[src/rtl/ubc_pkg.sv]
package break_unit_pkg;

  localparam logic [5:0] OFS_BREAK_ADDR_A  = 6'h00;
  localparam logic [5:0] OFS_ADDR_MASK_A   = 6'h04;
  localparam logic [5:0] OFS_BUS_COND_A    = 6'h08;
  localparam logic [5:0] OFS_BREAK_ADDR_B  = 6'h0C;
  localparam logic [5:0] OFS_ADDR_MASK_B   = 6'h10;
  localparam logic [5:0] OFS_BREAK_DATA_B  = 6'h14;
  localparam logic [5:0] OFS_DATA_MASK_B   = 6'h18;
  localparam logic [5:0] OFS_BUS_COND_B    = 6'h1C;
  localparam logic [5:0] OFS_BREAK_CONTROL = 6'h20;
  localparam logic [5:0] OFS_TRACE         = 6'h24;

  localparam int BC_BUS_LSB  = 0;
  localparam int BC_ACC_LSB  = 2;
  localparam int BC_RW_LSB   = 4;
  localparam int BC_SIZE_LSB = 6;
  localparam int BC_XYE_BIT  = 8;
  localparam int BC_XYS_BIT  = 9;
  localparam logic [31:0] BC_WRITE_MASK = 32'h0000_03FF;

  localparam int CTL_CORE_A_BIT = 0;
  localparam int CTL_SYS_A_BIT  = 1;
  localparam int CTL_CORE_B_BIT = 2;
  localparam int CTL_SYS_B_BIT  = 3;
  localparam int CTL_TRACE_BIT  = 4;

  localparam int TRACE_VALID_BIT = 31;
  localparam int TRACE_ADDR_W    = 28;
  localparam int TRACE_DEPTH     = 8;

  localparam logic [31:0] REG_RST      = 32'h0000_0000;
  localparam logic [2:0]  CTRL_REGION  = 3'h7;

  localparam logic [1:0] SZ_BYTE = 2'h0;
  localparam logic [1:0] SZ_WORD = 2'h1;
  localparam logic [1:0] SZ_LONG = 2'h2;

  typedef struct packed {
    logic        valid;
    logic        fetch;
    logic        write;
    logic [1:0]  size;
    logic [31:0] addr;
    logic [31:0] data;
  } bus_cycle_s;

  typedef struct packed {
    logic        valid;
    logic        write;
    logic        sel_y;
    logic [15:0] addr;
    logic [15:0] data;
  } xy_cycle_s;

endpackage

[src/rtl/user_break_match_and_branch_trace.sv]
// Functional notes
// - Read-only 32-bit trace register holds branch target address bits 27..0.
// - Bit 31 valid flag set to 1 whenever a target is captured.
// - Valid flag cleared by reading out the last valid entry, by enabling tracing, or by reset.
// - Captured address bits are not reset; only the valid flag is.
// - Eight trace entries form a last-in first-out stack shifting on every branch taken while tracing is enabled.
// - Trace bits 30..28 read as zero; software writes them as zero.
// - No break on a channel when its bus, access or read/write group is 00; size 00 matches any size.
// - A channel match requests a break and sets its match flags.
// - X/Y memory bus matches on channel B set its core-bus flag.
// - Match flags are sticky; only a software write of 0 or reset clears them.
// - Simultaneous matches on both channels give a single break request.
// - System bus conditions watch cycles of every master, DMA included.
// - System bus compares physical addresses; control region passes unchanged.
// - Uncached data keeps size; uncached fetches are rounded longwords.
// - Cache fills and write-backs are rounded longwords; write-through misses are not.
// - CPU fetch cycles count as fetches; all others, DMA included, as data.
// - System bus breaks give no guarantee which instruction takes them.
// - With the CPU block bit set, no break is sent but flags still set.
//
// Our own choices: the Avalon-MM slave port and the register addresses.
`timescale 1ns/1ps

module user_break_match_and_branch_trace
  import break_unit_pkg::*;
#(
  parameter int DEPTH = TRACE_DEPTH
) (
  input  wire logic        clk_sys,          // Core clock, 40 MHz
  input  wire logic        nrst,             // Power-on reset, active low
  input  wire logic        clk_en,           // Freezes all state but the reset synchronizer while low
  input  wire logic [5:0]  avs_address,      // Byte address
  input  wire logic        avs_read,         // Read request
  input  wire logic        avs_write,        // Write request
  input  wire logic [31:0] avs_writedata,    // Write data
  input  wire logic [3:0]  avs_byteenable,   // Byte lanes
  output logic      [31:0] avs_readdata,     // Read data
  output logic             avs_waitrequest,  // Stall the master
  input  wire bus_cycle_s  core_cycle,       // Core-side bus cycle
  input  wire bus_cycle_s  sys_cycle,        // System bus cycle, any master
  input  wire xy_cycle_s   xy_cycle,         // X/Y memory bus cycle
  input  wire logic        cpu_block,        // CPU status block bit
  input  wire logic        branch_taken,     // One pulse per taken branch
  input  wire logic [31:0] branch_target,    // Branch destination address
  output logic             break_request     // One-cycle break pulse to CPU
);

  logic       rst_meta_reg;
  logic       rst_n_sync;
  logic       ack_reg;
  logic       rd_done;
  logic       wr_done;

  logic [31:0] bar_a_reg;
  logic [31:0] bamr_a_reg;
  logic [31:0] cond_a_reg;
  logic [31:0] bar_b_reg;
  logic [31:0] bamr_b_reg;
  logic [31:0] bdr_b_reg;
  logic [31:0] bdmr_b_reg;
  logic [31:0] cond_b_reg;
  logic        trace_en_reg;
  logic [3:0]  flags_reg;
  logic [3:0]  flags_next;

  logic [TRACE_ADDR_W-1:0] taddr_reg [DEPTH];
  logic [DEPTH-1:0]        tvalid_reg;
  logic [DEPTH-1:0]        tvalid_next;

  bus_cycle_s sys_phys;
  logic       hit_core_a;
  logic       hit_sys_a;
  logic       hit_core_b;
  logic       hit_sys_b;
  logic       trace_on;
  logic       trace_pop;
  logic       trace_push;

  always_ff @(posedge clk_sys or negedge nrst) begin
    if (!nrst) begin
      rst_meta_reg <= 1'b0;
      rst_n_sync   <= 1'b0;
    end else begin
      rst_meta_reg <= 1'b1;
      rst_n_sync   <= rst_meta_reg;
    end
  end

  function automatic logic [31:0] merge_bytes(input logic [31:0] old,
                                              input logic [31:0] wd,
                                              input logic [3:0]  be);
    logic [31:0] r;
    r = old;
    for (int i = 0; i < 4; i++) begin
      if (be[i]) begin
        r[i*8 +: 8] = wd[i*8 +: 8];
      end
    end
    return r;
  endfunction

  function automatic logic addr_hit(input logic [31:0] a,
                                    input logic [31:0] bar,
                                    input logic [31:0] mask,
                                    input logic [1:0]  sz);
    logic [31:0] ign;
    ign = mask;
    if (sz == SZ_LONG) begin
      ign[1:0] = 2'h3;
    end else if (sz == SZ_WORD) begin
      ign[0] = 1'b1;
    end
    return ((a ^ bar) & ~ign) == 32'h0000_0000;
  endfunction

  function automatic logic cond_hit(input logic [31:0] cond,
                                    input logic        on_sys,
                                    input logic        fetch,
                                    input logic        write,
                                    input logic [1:0]  sz);
    logic [1:0] bsel;
    logic [1:0] acc;
    logic [1:0] rw;
    logic [1:0] csz;
    bsel = cond[BC_BUS_LSB +: 2];
    acc  = cond[BC_ACC_LSB +: 2];
    rw   = cond[BC_RW_LSB +: 2];
    csz  = cond[BC_SIZE_LSB +: 2];
    return (bsel != 2'h0) && (acc != 2'h0) && (rw != 2'h0)
        && bsel[on_sys] && acc[!fetch] && rw[write]
        && ((csz == 2'h0) || (csz == sz + 2'h1));
  endfunction

  function automatic logic data_hit(input logic [31:0] d,
                                    input logic [31:0] bdr,
                                    input logic [31:0] bdmr,
                                    input logic [1:0]  sz);
    logic [31:0] diff;
    diff = (d ^ bdr) & ~bdmr;
    if (sz != SZ_LONG) begin
      diff[31:16] = 16'h0000;
    end
    return diff == 32'h0000_0000;
  endfunction

  function automatic logic [31:0] phys_addr(input logic [31:0] a);
    logic [31:0] p;
    p = a;
    if (a[31:29] != CTRL_REGION) begin
      p[31:29] = 3'h0;
    end
    return p;
  endfunction

  // The bus already rounds fills, write-backs and uncached fetches to
  // longwords, so the size-aware compare below simply ignores the low
  // address bits those cycles carry.
  // size follows cycle
  always_comb begin
    sys_phys      = sys_cycle;
    sys_phys.addr = phys_addr(sys_cycle.addr);
    if (sys_cycle.size == SZ_LONG) begin
      sys_phys.addr[1:0] = 2'h0;
    end
  end

  logic data_on_b;
  assign data_on_b = (cond_b_reg[BC_ACC_LSB +: 2] == 2'h2)
                  && (cond_b_reg[BC_SIZE_LSB +: 2] != 2'h0);

  assign hit_core_a = core_cycle.valid
                   && cond_hit(cond_a_reg, 1'b0, core_cycle.fetch,
                               core_cycle.write, core_cycle.size)
                   && addr_hit(core_cycle.addr, bar_a_reg, bamr_a_reg,
                               core_cycle.size);

  assign hit_sys_a = sys_phys.valid
                  && cond_hit(cond_a_reg, 1'b1, sys_phys.fetch,
                              sys_phys.write, sys_phys.size)
                  && addr_hit(sys_phys.addr, bar_a_reg, bamr_a_reg,
                              sys_phys.size);

  logic        xy_hit;
  logic [15:0] xy_bar;
  logic [15:0] xy_mask;
  logic [15:0] xy_bdr;
  logic [15:0] xy_bdmr;
  assign xy_bar  = xy_cycle.sel_y ? bar_b_reg[15:0]  : bar_b_reg[31:16];
  assign xy_mask = xy_cycle.sel_y ? bamr_b_reg[15:0] : bamr_b_reg[31:16];
  assign xy_bdr  = xy_cycle.sel_y ? bdr_b_reg[15:0]  : bdr_b_reg[31:16];
  assign xy_bdmr = xy_cycle.sel_y ? bdmr_b_reg[15:0] : bdmr_b_reg[31:16];

  assign xy_hit = xy_cycle.valid
               && (xy_cycle.sel_y == cond_b_reg[BC_XYS_BIT])
               && cond_hit(cond_b_reg, 1'b0, 1'b0, xy_cycle.write, SZ_WORD)
               && (((xy_cycle.addr ^ xy_bar) & ~xy_mask) == 16'h0000)
               && (!data_on_b
                   || (((xy_cycle.data ^ xy_bdr) & ~xy_bdmr) == 16'h0000));

  always_comb begin
    if (cond_b_reg[BC_XYE_BIT]) begin
      hit_core_b = xy_hit;
    end else begin
      hit_core_b = core_cycle.valid
                && cond_hit(cond_b_reg, 1'b0, core_cycle.fetch,
                            core_cycle.write, core_cycle.size)
                && addr_hit(core_cycle.addr, bar_b_reg, bamr_b_reg,
                            core_cycle.size)
                && (!data_on_b
                    || data_hit(core_cycle.data, bdr_b_reg, bdmr_b_reg,
                                core_cycle.size));
    end
  end

  assign hit_sys_b = sys_phys.valid
                  && cond_hit(cond_b_reg, 1'b1, sys_phys.fetch,
                              sys_phys.write, sys_phys.size)
                  && addr_hit(sys_phys.addr, bar_b_reg, bamr_b_reg,
                              sys_phys.size)
                  && (!data_on_b
                      || data_hit(sys_phys.data, bdr_b_reg, bdmr_b_reg,
                                  sys_phys.size));

  // One wait state: the request is taken on the second edge it is seen.
  assign avs_waitrequest = (avs_read || avs_write) && !ack_reg;
  assign rd_done = avs_read && ack_reg && clk_en;
  assign wr_done = avs_write && ack_reg && clk_en;

  always_ff @(posedge clk_sys or negedge rst_n_sync) begin
    if (!rst_n_sync) begin
      ack_reg <= 1'b0;
    end else if (clk_en) begin
      ack_reg <= (avs_read || avs_write) && !ack_reg;
    end
  end

  always_ff @(posedge clk_sys or negedge rst_n_sync) begin
    if (!rst_n_sync) begin
      avs_readdata <= REG_RST;
    end else if (clk_en && avs_read && !ack_reg) begin
      if (avs_address == OFS_BREAK_ADDR_A) begin
        avs_readdata <= bar_a_reg;
      end else if (avs_address == OFS_ADDR_MASK_A) begin
        avs_readdata <= bamr_a_reg;
      end else if (avs_address == OFS_BUS_COND_A) begin
        avs_readdata <= cond_a_reg;
      end else if (avs_address == OFS_BREAK_ADDR_B) begin
        avs_readdata <= bar_b_reg;
      end else if (avs_address == OFS_ADDR_MASK_B) begin
        avs_readdata <= bamr_b_reg;
      end else if (avs_address == OFS_BREAK_DATA_B) begin
        avs_readdata <= bdr_b_reg;
      end else if (avs_address == OFS_DATA_MASK_B) begin
        avs_readdata <= bdmr_b_reg;
      end else if (avs_address == OFS_BUS_COND_B) begin
        avs_readdata <= cond_b_reg;
      end else if (avs_address == OFS_BREAK_CONTROL) begin
        avs_readdata <= {27'h0, trace_en_reg, flags_reg};
      end else if (avs_address == OFS_TRACE) begin
        avs_readdata <= {tvalid_reg[0], 3'h0, taddr_reg[0]};
      end else begin
        avs_readdata <= REG_RST;
      end
    end
  end

  always_ff @(posedge clk_sys or negedge rst_n_sync) begin
    if (!rst_n_sync) begin
      bar_a_reg    <= REG_RST;
      bamr_a_reg   <= REG_RST;
      cond_a_reg   <= REG_RST;
      bar_b_reg    <= REG_RST;
      bamr_b_reg   <= REG_RST;
      bdr_b_reg    <= REG_RST;
      bdmr_b_reg   <= REG_RST;
      cond_b_reg   <= REG_RST;
      trace_en_reg <= 1'b0;
    end else if (wr_done) begin
      if (avs_address == OFS_BREAK_ADDR_A) begin
        bar_a_reg <= merge_bytes(bar_a_reg, avs_writedata, avs_byteenable);
      end else if (avs_address == OFS_ADDR_MASK_A) begin
        bamr_a_reg <= merge_bytes(bamr_a_reg, avs_writedata, avs_byteenable);
      end else if (avs_address == OFS_BUS_COND_A) begin
        cond_a_reg <= merge_bytes(cond_a_reg, avs_writedata, avs_byteenable)
                    & BC_WRITE_MASK;
      end else if (avs_address == OFS_BREAK_ADDR_B) begin
        bar_b_reg <= merge_bytes(bar_b_reg, avs_writedata, avs_byteenable);
      end else if (avs_address == OFS_ADDR_MASK_B) begin
        bamr_b_reg <= merge_bytes(bamr_b_reg, avs_writedata, avs_byteenable);
      end else if (avs_address == OFS_BREAK_DATA_B) begin
        bdr_b_reg <= merge_bytes(bdr_b_reg, avs_writedata, avs_byteenable);
      end else if (avs_address == OFS_DATA_MASK_B) begin
        bdmr_b_reg <= merge_bytes(bdmr_b_reg, avs_writedata, avs_byteenable);
      end else if (avs_address == OFS_BUS_COND_B) begin
        cond_b_reg <= merge_bytes(cond_b_reg, avs_writedata, avs_byteenable)
                    & BC_WRITE_MASK;
      end else if (avs_address == OFS_BREAK_CONTROL && avs_byteenable[0]) begin
        trace_en_reg <= avs_writedata[CTL_TRACE_BIT];
      end
    end
  end

  always_comb begin
    flags_next = flags_reg;
    if (wr_done && avs_address == OFS_BREAK_CONTROL && avs_byteenable[0]) begin
      flags_next = flags_reg & avs_writedata[3:0];
    end
    flags_next[CTL_CORE_A_BIT] = flags_next[CTL_CORE_A_BIT] | hit_core_a;
    flags_next[CTL_SYS_A_BIT]  = flags_next[CTL_SYS_A_BIT]  | hit_sys_a;
    flags_next[CTL_CORE_B_BIT] = flags_next[CTL_CORE_B_BIT] | hit_core_b;
    flags_next[CTL_SYS_B_BIT]  = flags_next[CTL_SYS_B_BIT]  | hit_sys_b;
  end

  always_ff @(posedge clk_sys or negedge rst_n_sync) begin
    if (!rst_n_sync) begin
      flags_reg <= 4'h0;
    end else if (clk_en) begin
      flags_reg <= flags_next;
    end
  end

  // System bus hits reach the CPU a cycle later with no tie to the
  // instruction that caused them, so the CPU decides where it stops.
  // single merged request
  always_ff @(posedge clk_sys or negedge rst_n_sync) begin
    if (!rst_n_sync) begin
      break_request <= 1'b0;
    end else if (clk_en) begin
      break_request <= (hit_core_a || hit_sys_a || hit_core_b || hit_sys_b)
                    && !cpu_block;
    end
  end

  assign trace_on   = wr_done && avs_address == OFS_BREAK_CONTROL
                   && avs_byteenable[0] && avs_writedata[CTL_TRACE_BIT]
                   && !trace_en_reg;
  assign trace_pop  = rd_done && avs_address == OFS_TRACE;
  assign trace_push = branch_taken && trace_en_reg && clk_en;

  // Reading pops the newest entry so software walks back through history.
  // valid on capture
  always_comb begin
    tvalid_next = tvalid_reg;
    if (trace_on) begin
      tvalid_next = '0;
    end
    if (trace_push) begin
      tvalid_next = {tvalid_next[DEPTH-2:0], 1'b1};
      if (trace_pop) begin
        tvalid_next[1] = 1'b0;
      end
    end else if (trace_pop) begin
      tvalid_next = {1'b0, tvalid_next[DEPTH-1:1]};
    end
  end

  always_ff @(posedge clk_sys or negedge rst_n_sync) begin
    if (!rst_n_sync) begin
      tvalid_reg <= '0;
    end else if (clk_en) begin
      tvalid_reg <= tvalid_next;
    end
  end

  // Address storage has no reset on purpose: it keeps old history.
  // address not reset
  always_ff @(posedge clk_sys) begin
    if (trace_push) begin
      taddr_reg[0] <= branch_target[TRACE_ADDR_W-1:0];
      for (int i = 1; i < DEPTH; i++) begin
        taddr_reg[i] <= taddr_reg[i-1];
      end
    end else if (trace_pop) begin
      for (int i = 0; i < DEPTH - 1; i++) begin
        taddr_reg[i] <= taddr_reg[i+1];
      end
    end
  end

endmodule

[config.mk]
export PLATFORM = sky130hd
export DESIGN_NAME = user_break_match_and_branch_trace
export DESIGN_NICKNAME = d
export VERILOG_FILES = /design/src/rtl/ubc_pkg.sv /design/src/rtl/user_break_match_and_branch_trace.sv
export SDC_FILE = /design/constraint.sdc
export NUM_CORES = 1
export LEC_CHECK = 0
export ABC_AREA = 0
export BUFFER_PORTS_ARGS = -buffer_cell sky130_fd_sc_hd__buf_2
export CORE_ASPECT_RATIO = 0.5
export CORE_UTILIZATION = 53
export DETAILED_ROUTE_END_ITERATION = 16
export GPL_ROUTABILITY_DRIVEN = 1
export PLACE_DENSITY = 0.76
export SYNTH_ARGS = -nofsm -noshare
export SYNTH_HDL_FRONTEND = slang
export SYNTH_SLANG_ARGS = --single-unit
[constraint.sdc]
create_clock -name clk_sys -period 8.3 [get_ports clk_sys]
set_clock_uncertainty 0.15 [all_clocks]
set_input_delay 0.415 -clock clk_sys [delete_from_list [all_inputs] [get_ports clk_sys]]
set_output_delay 0.415 -clock clk_sys [all_outputs]
set_load 0.03 [all_outputs]
==> flow_metrics.env, run 1 <==
export IMPL_status="finished, final reports clean"
export IMPL_ys_seq_elements=485
export IMPL_die_h_microns=154.8
export IMPL_port_buffer_count=283
export IMPL_antenna_found_initial=10
export IMPL_rows=55
export IMPL_first_pass_iters=7
export IMPL_ant_nets=0
export IMPL_core_area_sq_um=45630
export IMPL_finalCritPeriodShare=0.4178
export IMPL_clock_fmax_mhz=288.4
export IMPL_path_clk_slew_ns=0.07
export IMPL_cts_buffers=43
export IMPL_yosys_warnings=0
export IMPL_period_needed_ns=3.467
export IMPL_start_kind="flip-flop"
export IMPL_syn_cell_area_sq_um=24750
export IMPL_synth_nets=2232
export IMPL_cts_tree="yes"
export IMPL_layoutNonFillerInstCount=2921
export IMPL_via_per_inst=6.233
export IMPL_max_slew_margin=0.2490
export IMPL_powerDensity_nw_per_um2=181.5
export IMPL_die_area_sq_um=47630
export IMPL_grt_max_degree=191
export IMPL_place_ws_ns=4.313
export IMPL_pwr_share_comb=0.100
export IMPL_finalMaxSlewViolations=0
export IMPL_path_class="reg -> reg"
export IMPL_wl_per_cell_microns=28.29
export IMPL_syn_to_final_growth_pct=14.21
export IMPL_dp_hpwl_microns=61380
export IMPL_clockBufferDepth=3
export IMPL_crit_arrival_ns=3.82
export IMPL_setup_violations=0
export IMPL_post_dp_cell_area_sq_um=26660
export IMPL_cp_end_kind="flip-flop"
export IMPL_nFillCells=3659
export IMPL_h_tree_depth=2
export IMPL_cts_sinks=485
export IMPL_ir_worst_vdd_v=0.0001292
export IMPL_p_sw_uw=1328
export IMPL_pwr_share_seq=0.518
export IMPL_cts_root_buf="clkbuf_16"
export IMPL_num_nets_final=2507
export IMPL_timing_hold_violations_final=0
export IMPL_min_path_type="in -> reg"
export IMPL_multi_input_area_sq_um=11010
export IMPL_largest_reg_flops=224
export IMPL_netSwitchingFraction=0.2589
export IMPL_cap_violations=0
export IMPL_crit_required_ns=8.66
export IMPL_fin_ws_ns=4.833
export IMPL_synth_area_leaders="edfxtp_1 27%, dfrtp_1 26%, mux2_1 16%"
export IMPL_overflow=0
export IMPL_drc_errors=0
export IMPL_cellLeakagePower_uw=0.01146
export IMPL_start_util=0.5425
export IMPL_critPathMaxFanout=5
export IMPL_ios=288
export IMPL_worstMarginPinSlew_ns=1.127
export IMPL_drt_iter0_drc=2235
export IMPL_rsz0062_at_grt="false"
export IMPL_synth_ff_type="dfrtp_1"
export IMPL_clkLatencyLatePin_ns=0.57
export IMPL_place_congestion=1.061
export IMPL_yosys_area_top_type="edfxtp_1"
export IMPL_wl_microns=82630
export IMPL_synth_top_area_frac=0.2717
export IMPL_final_area_sq_um=28270
export IMPL_worst_hold_slack_ns=0.01717
export IMPL_vias=18206
export IMPL_reg2reg_setup_slack_ns=4.83
export IMPL_synthArstFlopShare=0.5381
export IMPL_synth_cells=1974
export IMPL_p_clk_frac=0.382
export IMPL_drive_above_1_share=0.1835
export IMPL_synth_edf_count=224
export IMPL_dpl_cell_count=2806
export IMPL_grt_pass1_wl_microns=119800
export IMPL_grt_usage=0.3473
export IMPL_syn_area_per_cell_sq_um=12.54
export IMPL_ys_types=64
export IMPL_seqCellArea_sq_um=13260
export IMPL_die_w_microns=307.6
export IMPL_fin_setup_tns_ns=0
export IMPL_grt_pass1_vias=17494
export IMPL_p_int_uw=3802
export IMPL_yosysSeqAreaShare=0.5356
-- critical path: stages, from the launching register on --
cell and delay, ns:
dfrtp_1 0.47, xnor2_1 0.35, o22ai_1 0.15, or4_1 0.59, nor4_1 0.76, o2111ai_1 0.53
nand2_1 0.23, o221a_1 0.19
-- cell type report --
cell class	instances	share of cell area
inverters	18	0.002390
clock inverters	19	0.004293
flip-flops and latches	485	0.4691
well taps	627	0.02775
clock buffers	60	0.04289
diodes	11	0.0009737
repair buffers	319	0.06311
multi-input cells	1382	0.3895
-- final timing paths --
check	startpoint	to	cells past startpoint
worst max-delay path	bar_b_reg[8]$_DFFE_PN0P_	break_request$_DFFE_PN0P_	7
worst min-delay path	branch_target[22]	taddr_reg[0][22]$_DFFE_PP_	2
worst max register to register	bar_b_reg[8]$_DFFE_PN0P_	break_request$_DFFE_PN0P_	7
worst min register to register	rst_meta_reg$_DFF_PN0_	rst_n_sync$_DFF_PN0_	0
max in group asynchronous	rst_n_sync$_DFF_PN0_	bar_b_reg[5]$_DFFE_PN0P_	1
min in group asynchronous	nrst	rst_meta_reg$_DFF_PN0_	2
-- cells in the final DEF (no fill, tap or decap), types with 8 or more instances in the layout --
cell type	Yosys	final
o22ai_1	140	140
o21ai_1	46	46
o21ai_0	31	31
clkinv_2	0	10
xnor2_1	248	248
mux2i_1	55	55
mux2_1	349	349
buf_2	25	282
dfrtp_1	261	260
a21oi_1	64	64
a221oi_1	29	29
a22oi_1	9	9
edfxtp_1	224	224
dlygate4sd3_1	0	24
nor2_4	7	8
inv_1	16	16
mux2_2	28	28
nor4_1	22	22
xor2_1	8	8
clkbuf_16	0	45
o2111ai_1	8	8
and2_1	15	15
nor3_1	15	15
nor2_1	60	59
diode_2	0	11
buf_4	18	9
clkbuf_1	40	12
nand2_1	165	164
-- layer usage --
| metal | share of wire | GRT usage | routed length, microns |
|---|---|---|---|
| met5 | 0 | 0 | 0 |
| met4 | 0.034 | 0.1168 | 2847 |
| met3 | 0.10 | 0.09181 | 8312 |
| met2 | 0.43 | 0.5020 | 35620 |
| met1 | 0.43 | 0.5061 | 35850 |
-- power by group through the flow --
stage          sequential, uW  clock (uW)  combinational [uW]
6_report                 2660        1960                 514
5_1_grt                  2660        2060                 544
3_3_place_gp             2700           0                 489
4_1_cts                  2650        1970                 504
3_5_place_dp             2700           0                 492
2_1_floorplan            2700           0                 246
-- cell usage after synthesis (all sizes together), types with 40 or more instances --
cell	n
xnor2	248
nor2	70
dfrtp	261
edfxtp	224
a21oi	64
mux2	377
o22ai	140
o21ai	77
nand2	171
mux2i	55
buf	49
clkbuf	40
-- through the flow --
stage                 util  total power [uW]
floorplan                -              2949
global placement    0.5844              3187
detailed placement  0.5844              3192
CTS                 0.6189              5129
global route        0.6195              5266
finish              0.6196              5130
-- repair_timing --
item | CTS | global route
hold buffers | 24 | 0
gates resized for setup | 0 | 0
endpoints found under the hold margin | 28 | 0
setup buffers | 0 | 0
-- kinds of logic (layout without fill, tap and decap cells) --
group / after synthesis / in the layout / share of synthesized area
other: 1 / 12 / 0.0001515
multiplexers: 437 / 437 / 0.1983
AND/OR/NAND/NOR: 324 / 324 / 0.06237
buffers and inverters: 107 / 416 / 0.02022
AO/OA/AOI/OAI: 360 / 360 / 0.09078
flip-flops: 485 / 485 / 0.5356
adder cells (fa/ha/maj): 4 / 4 / 0.002022
XOR/XNOR: 256 / 256 / 0.09058
No activity file was read; power rests on OpenSTA's default activity.
==> run 2: changes to the inputs <==
==> constraint.sdc (replaced) <==
create_clock -name clk_sys -period 2.8 [get_ports clk_sys]
set_clock_uncertainty 0.15 [all_clocks]
set_input_delay 0.14 -clock clk_sys [delete_from_list [all_inputs] [get_ports clk_sys]]
set_output_delay 0.14 -clock clk_sys [all_outputs]
set_load 0.03 [all_outputs]
==> run 2 against run 1 <==
Flip-flop and latch count stayed put. Worst setup slack worse by 4.7 ns. Clock power grew to 3.3 times the previous value. Global-route usage is 1.4 points higher. Utilization is 2.8 points higher. Wire length is 4.1% higher. Maximum frequency is 28% higher. Critical endpoint unchanged.
==> flow_metrics.env, run 2 (same netlist as run 1, synthesis figures left out) <==
export IMPL_status="finished, final reports clean"
export IMPL_multi_input_area_sq_um=11030
export IMPL_crit_top_cell="nand2_1"
export IMPL_layoutNonFillerInstCount=3032
export IMPL_seqCellArea_sq_um=13260
export IMPL_die_area_sq_um=47630
export IMPL_grt_pass1_wl_microns=125000
export IMPL_r2r_end="break_request$_DFFE_PN0P_"
export IMPL_drc_errors=0
export IMPL_timing_hold_violations_final=0
export IMPL_fin_setup_tns_ns=0
export IMPL_place_congestion=1.057
export IMPL_syn_to_final_growth_pct=19.46
export IMPL_clockBufferDepth=3
export IMPL_finish_utilization=0.6481
export IMPL_reg2reg_setup_slack_ns=0.08
export IMPL_finalCritPeriodShare=0.9703
export IMPL_grt_usage=0.3612
export IMPL_crit_required_ns=3.15
export IMPL_nFillCells=3462
export IMPL_final_common_cell="mux2_1"
export IMPL_overflow=0
export IMPL_num_nets_final=2621
export IMPL_reg2regPathDepth=8
export IMPL_cts_root_buf="clkbuf_16"
export IMPL_antenna_found_initial=8
export IMPL_max_slew_margin=0.4951
export IMPL_cts_buffers=44
export IMPL_die_h_microns=154.8
export IMPL_dpl_cell_count=2875
export IMPL_crit_arrival_ns=3.07
export IMPL_first_pass_iters=6
export IMPL_clock_fmax_mhz=368.1
export IMPL_cellLeakagePower_uw=0.01213
export IMPL_whs_path_depth=5
export IMPL_cp_end_kind="flip-flop"
export IMPL_path_cells="xnor2_1, o22ai_1, nor4_1, nand2_1, a21oi_1, a22oi_1, nand2_1, o221a_1"
export IMPL_worstMarginPinSlew_ns=0.7574
export IMPL_min_path_type="in -> reg"
export IMPL_cpMaxStageDelayCell="dfrtp_1"
export IMPL_cts_sinks=485
export IMPL_vias=19007
export IMPL_ios=288
export IMPL_slowest_delay_ns=0.64
export IMPL_cts_tree="yes"
export IMPL_largest_reg_flops=224
export IMPL_cap_violations=0
export IMPL_ant_nets=0
export IMPL_cts_setup_buffers=0
export IMPL_via_per_inst=6.269
export IMPL_whs_endpoint="avs_readdata[0]$_DFFE_PN0P_"
export IMPL_start_util=0.5425
export IMPL_start_kind="flip-flop"
export IMPL_most_common_layout_cells="349 x mux2_1, 282 x buf_2, 260 x dfrtp_1"
export IMPL_wl_microns=86020
export IMPL_finalMaxSlewViolations=0
export IMPL_core_area_sq_um=45630
export IMPL_drive_above_1_share=0.2081
export IMPL_wl_per_cell_microns=28.37
export IMPL_h_tree_depth=2
export IMPL_path_class="reg -> reg"
export IMPL_clkLatencyLatePin_ns=0.57
export IMPL_powerDensity_nw_per_um2=539.9
export IMPL_drt_iter0_drc=2335
export IMPL_critPathMaxFanout=5
export IMPL_ir_worst_vdd_v=0.0003574
export IMPL_grt_max_degree=60
export IMPL_rsz0062_at_grt="false"
export IMPL_timing_rr_start="bdr_b_reg[19]$_DFFE_PN0P_"
export IMPL_port_buffer_count=283
export IMPL_path_clk_slew_ns=0.07
export IMPL_die_w_microns=307.6
export IMPL_hold_start="avs_read"
export IMPL_critPathLaunch="bdr_b_reg[19]$_DFFE_PN0P_"
export IMPL_rows=55
export IMPL_grt_pass1_vias=18535
export IMPL_period_needed_ns=2.717
export IMPL_dp_hpwl_microns=64350
export IMPL_setup_violations=0
run 2: cell count changes in the layout (fill, tap and decap cells not counted), sizes merged, moves of 3 or more:
cell / change
buf: +69
dlygate4sd3: +45
clkbuf: -10
bufinv: +6
diode: -4
clkinv: +3
run 2: worst max path at each step:
stage / cells after the start / slack (ns) / to
floorplan: 0 / 0.03 / ack_reg$_DFFE_PN0P_
global placement: 8 / 0.13 / break_request$_DFFE_PN0P_
detailed placement: 8 / 0.14 / break_request$_DFFE_PN0P_
CTS: 8 / 0.11 / break_request$_DFFE_PN0P_
global route: 9 / 0.05 / break_request$_DFFE_PN0P_
finish: 8 / 0.08 / break_request$_DFFE_PN0P_
run 2: area by class of cell:
type | instances | share of cell area
Inverter | 18 | 0.002285
Antenna cell | 7 | 0.0005924
Timing Repair Buffer | 432 | 0.09842
Clock inverter | 30 | 0.01164
Multi-Input combinational cell | 1382 | 0.3729
Tap cell | 627 | 0.02653
Clock buffer | 51 | 0.03914
Sequential cell | 485 | 0.4485
run 2: what timing repair did:
item,in CTS,in global routing
gates resized for setup,0,4
hold buffers,69,0
hold endpoints to repair,249,0
setup endpoints to repair,0,1
run 2: metrics by stage:
stage / hold slack (ns) / total power, uW / cell area (sq um) / setup WS, ns
5_1_grt: 0.02332 / 16360 / 29570 / 0.04809
2_1_floorplan: -0.3056 / 8736 / 24770 / 0.03278
3_3_place_gp: -0.2238 / 9514 / 27350 / 0.1281
3_5_place_dp: -0.2152 / 9534 / 27350 / 0.1386
4_1_cts: 0.001199 / 15930 / 29540 / 0.1091
6_report: 0.004867 / 15970 / 29570 / 0.08326
run 2: per-layer routing:
metal  track usage  vias to the layer above  routed length (microns)  part of all wire
met2        0.5361                     1112                    37520              0.44
met4        0.1166                        0                     3207             0.037
met5             0                        -                        0                 0
met1        0.5182                     9568                    35410              0.41
li1              -                     8135                        -                 -
met3       0.09249                      192                     9879              0.11
run 2: report_power, final:
part | internal (uW) | switching (uW)
Combinational | 711 | 968
Clock | 3560 | 2880
Sequential | 7590 | 258
Total | 11900 | 4100
run 2: critical path, delay by kind of cell (launching register included):
family	cells	cell delay [ns]
AO/OA/AOI/OAI	4	0.73
AND/OR/NAND/NOR	3	0.94
flip-flops	1	0.64
XOR/XNOR	1	0.18
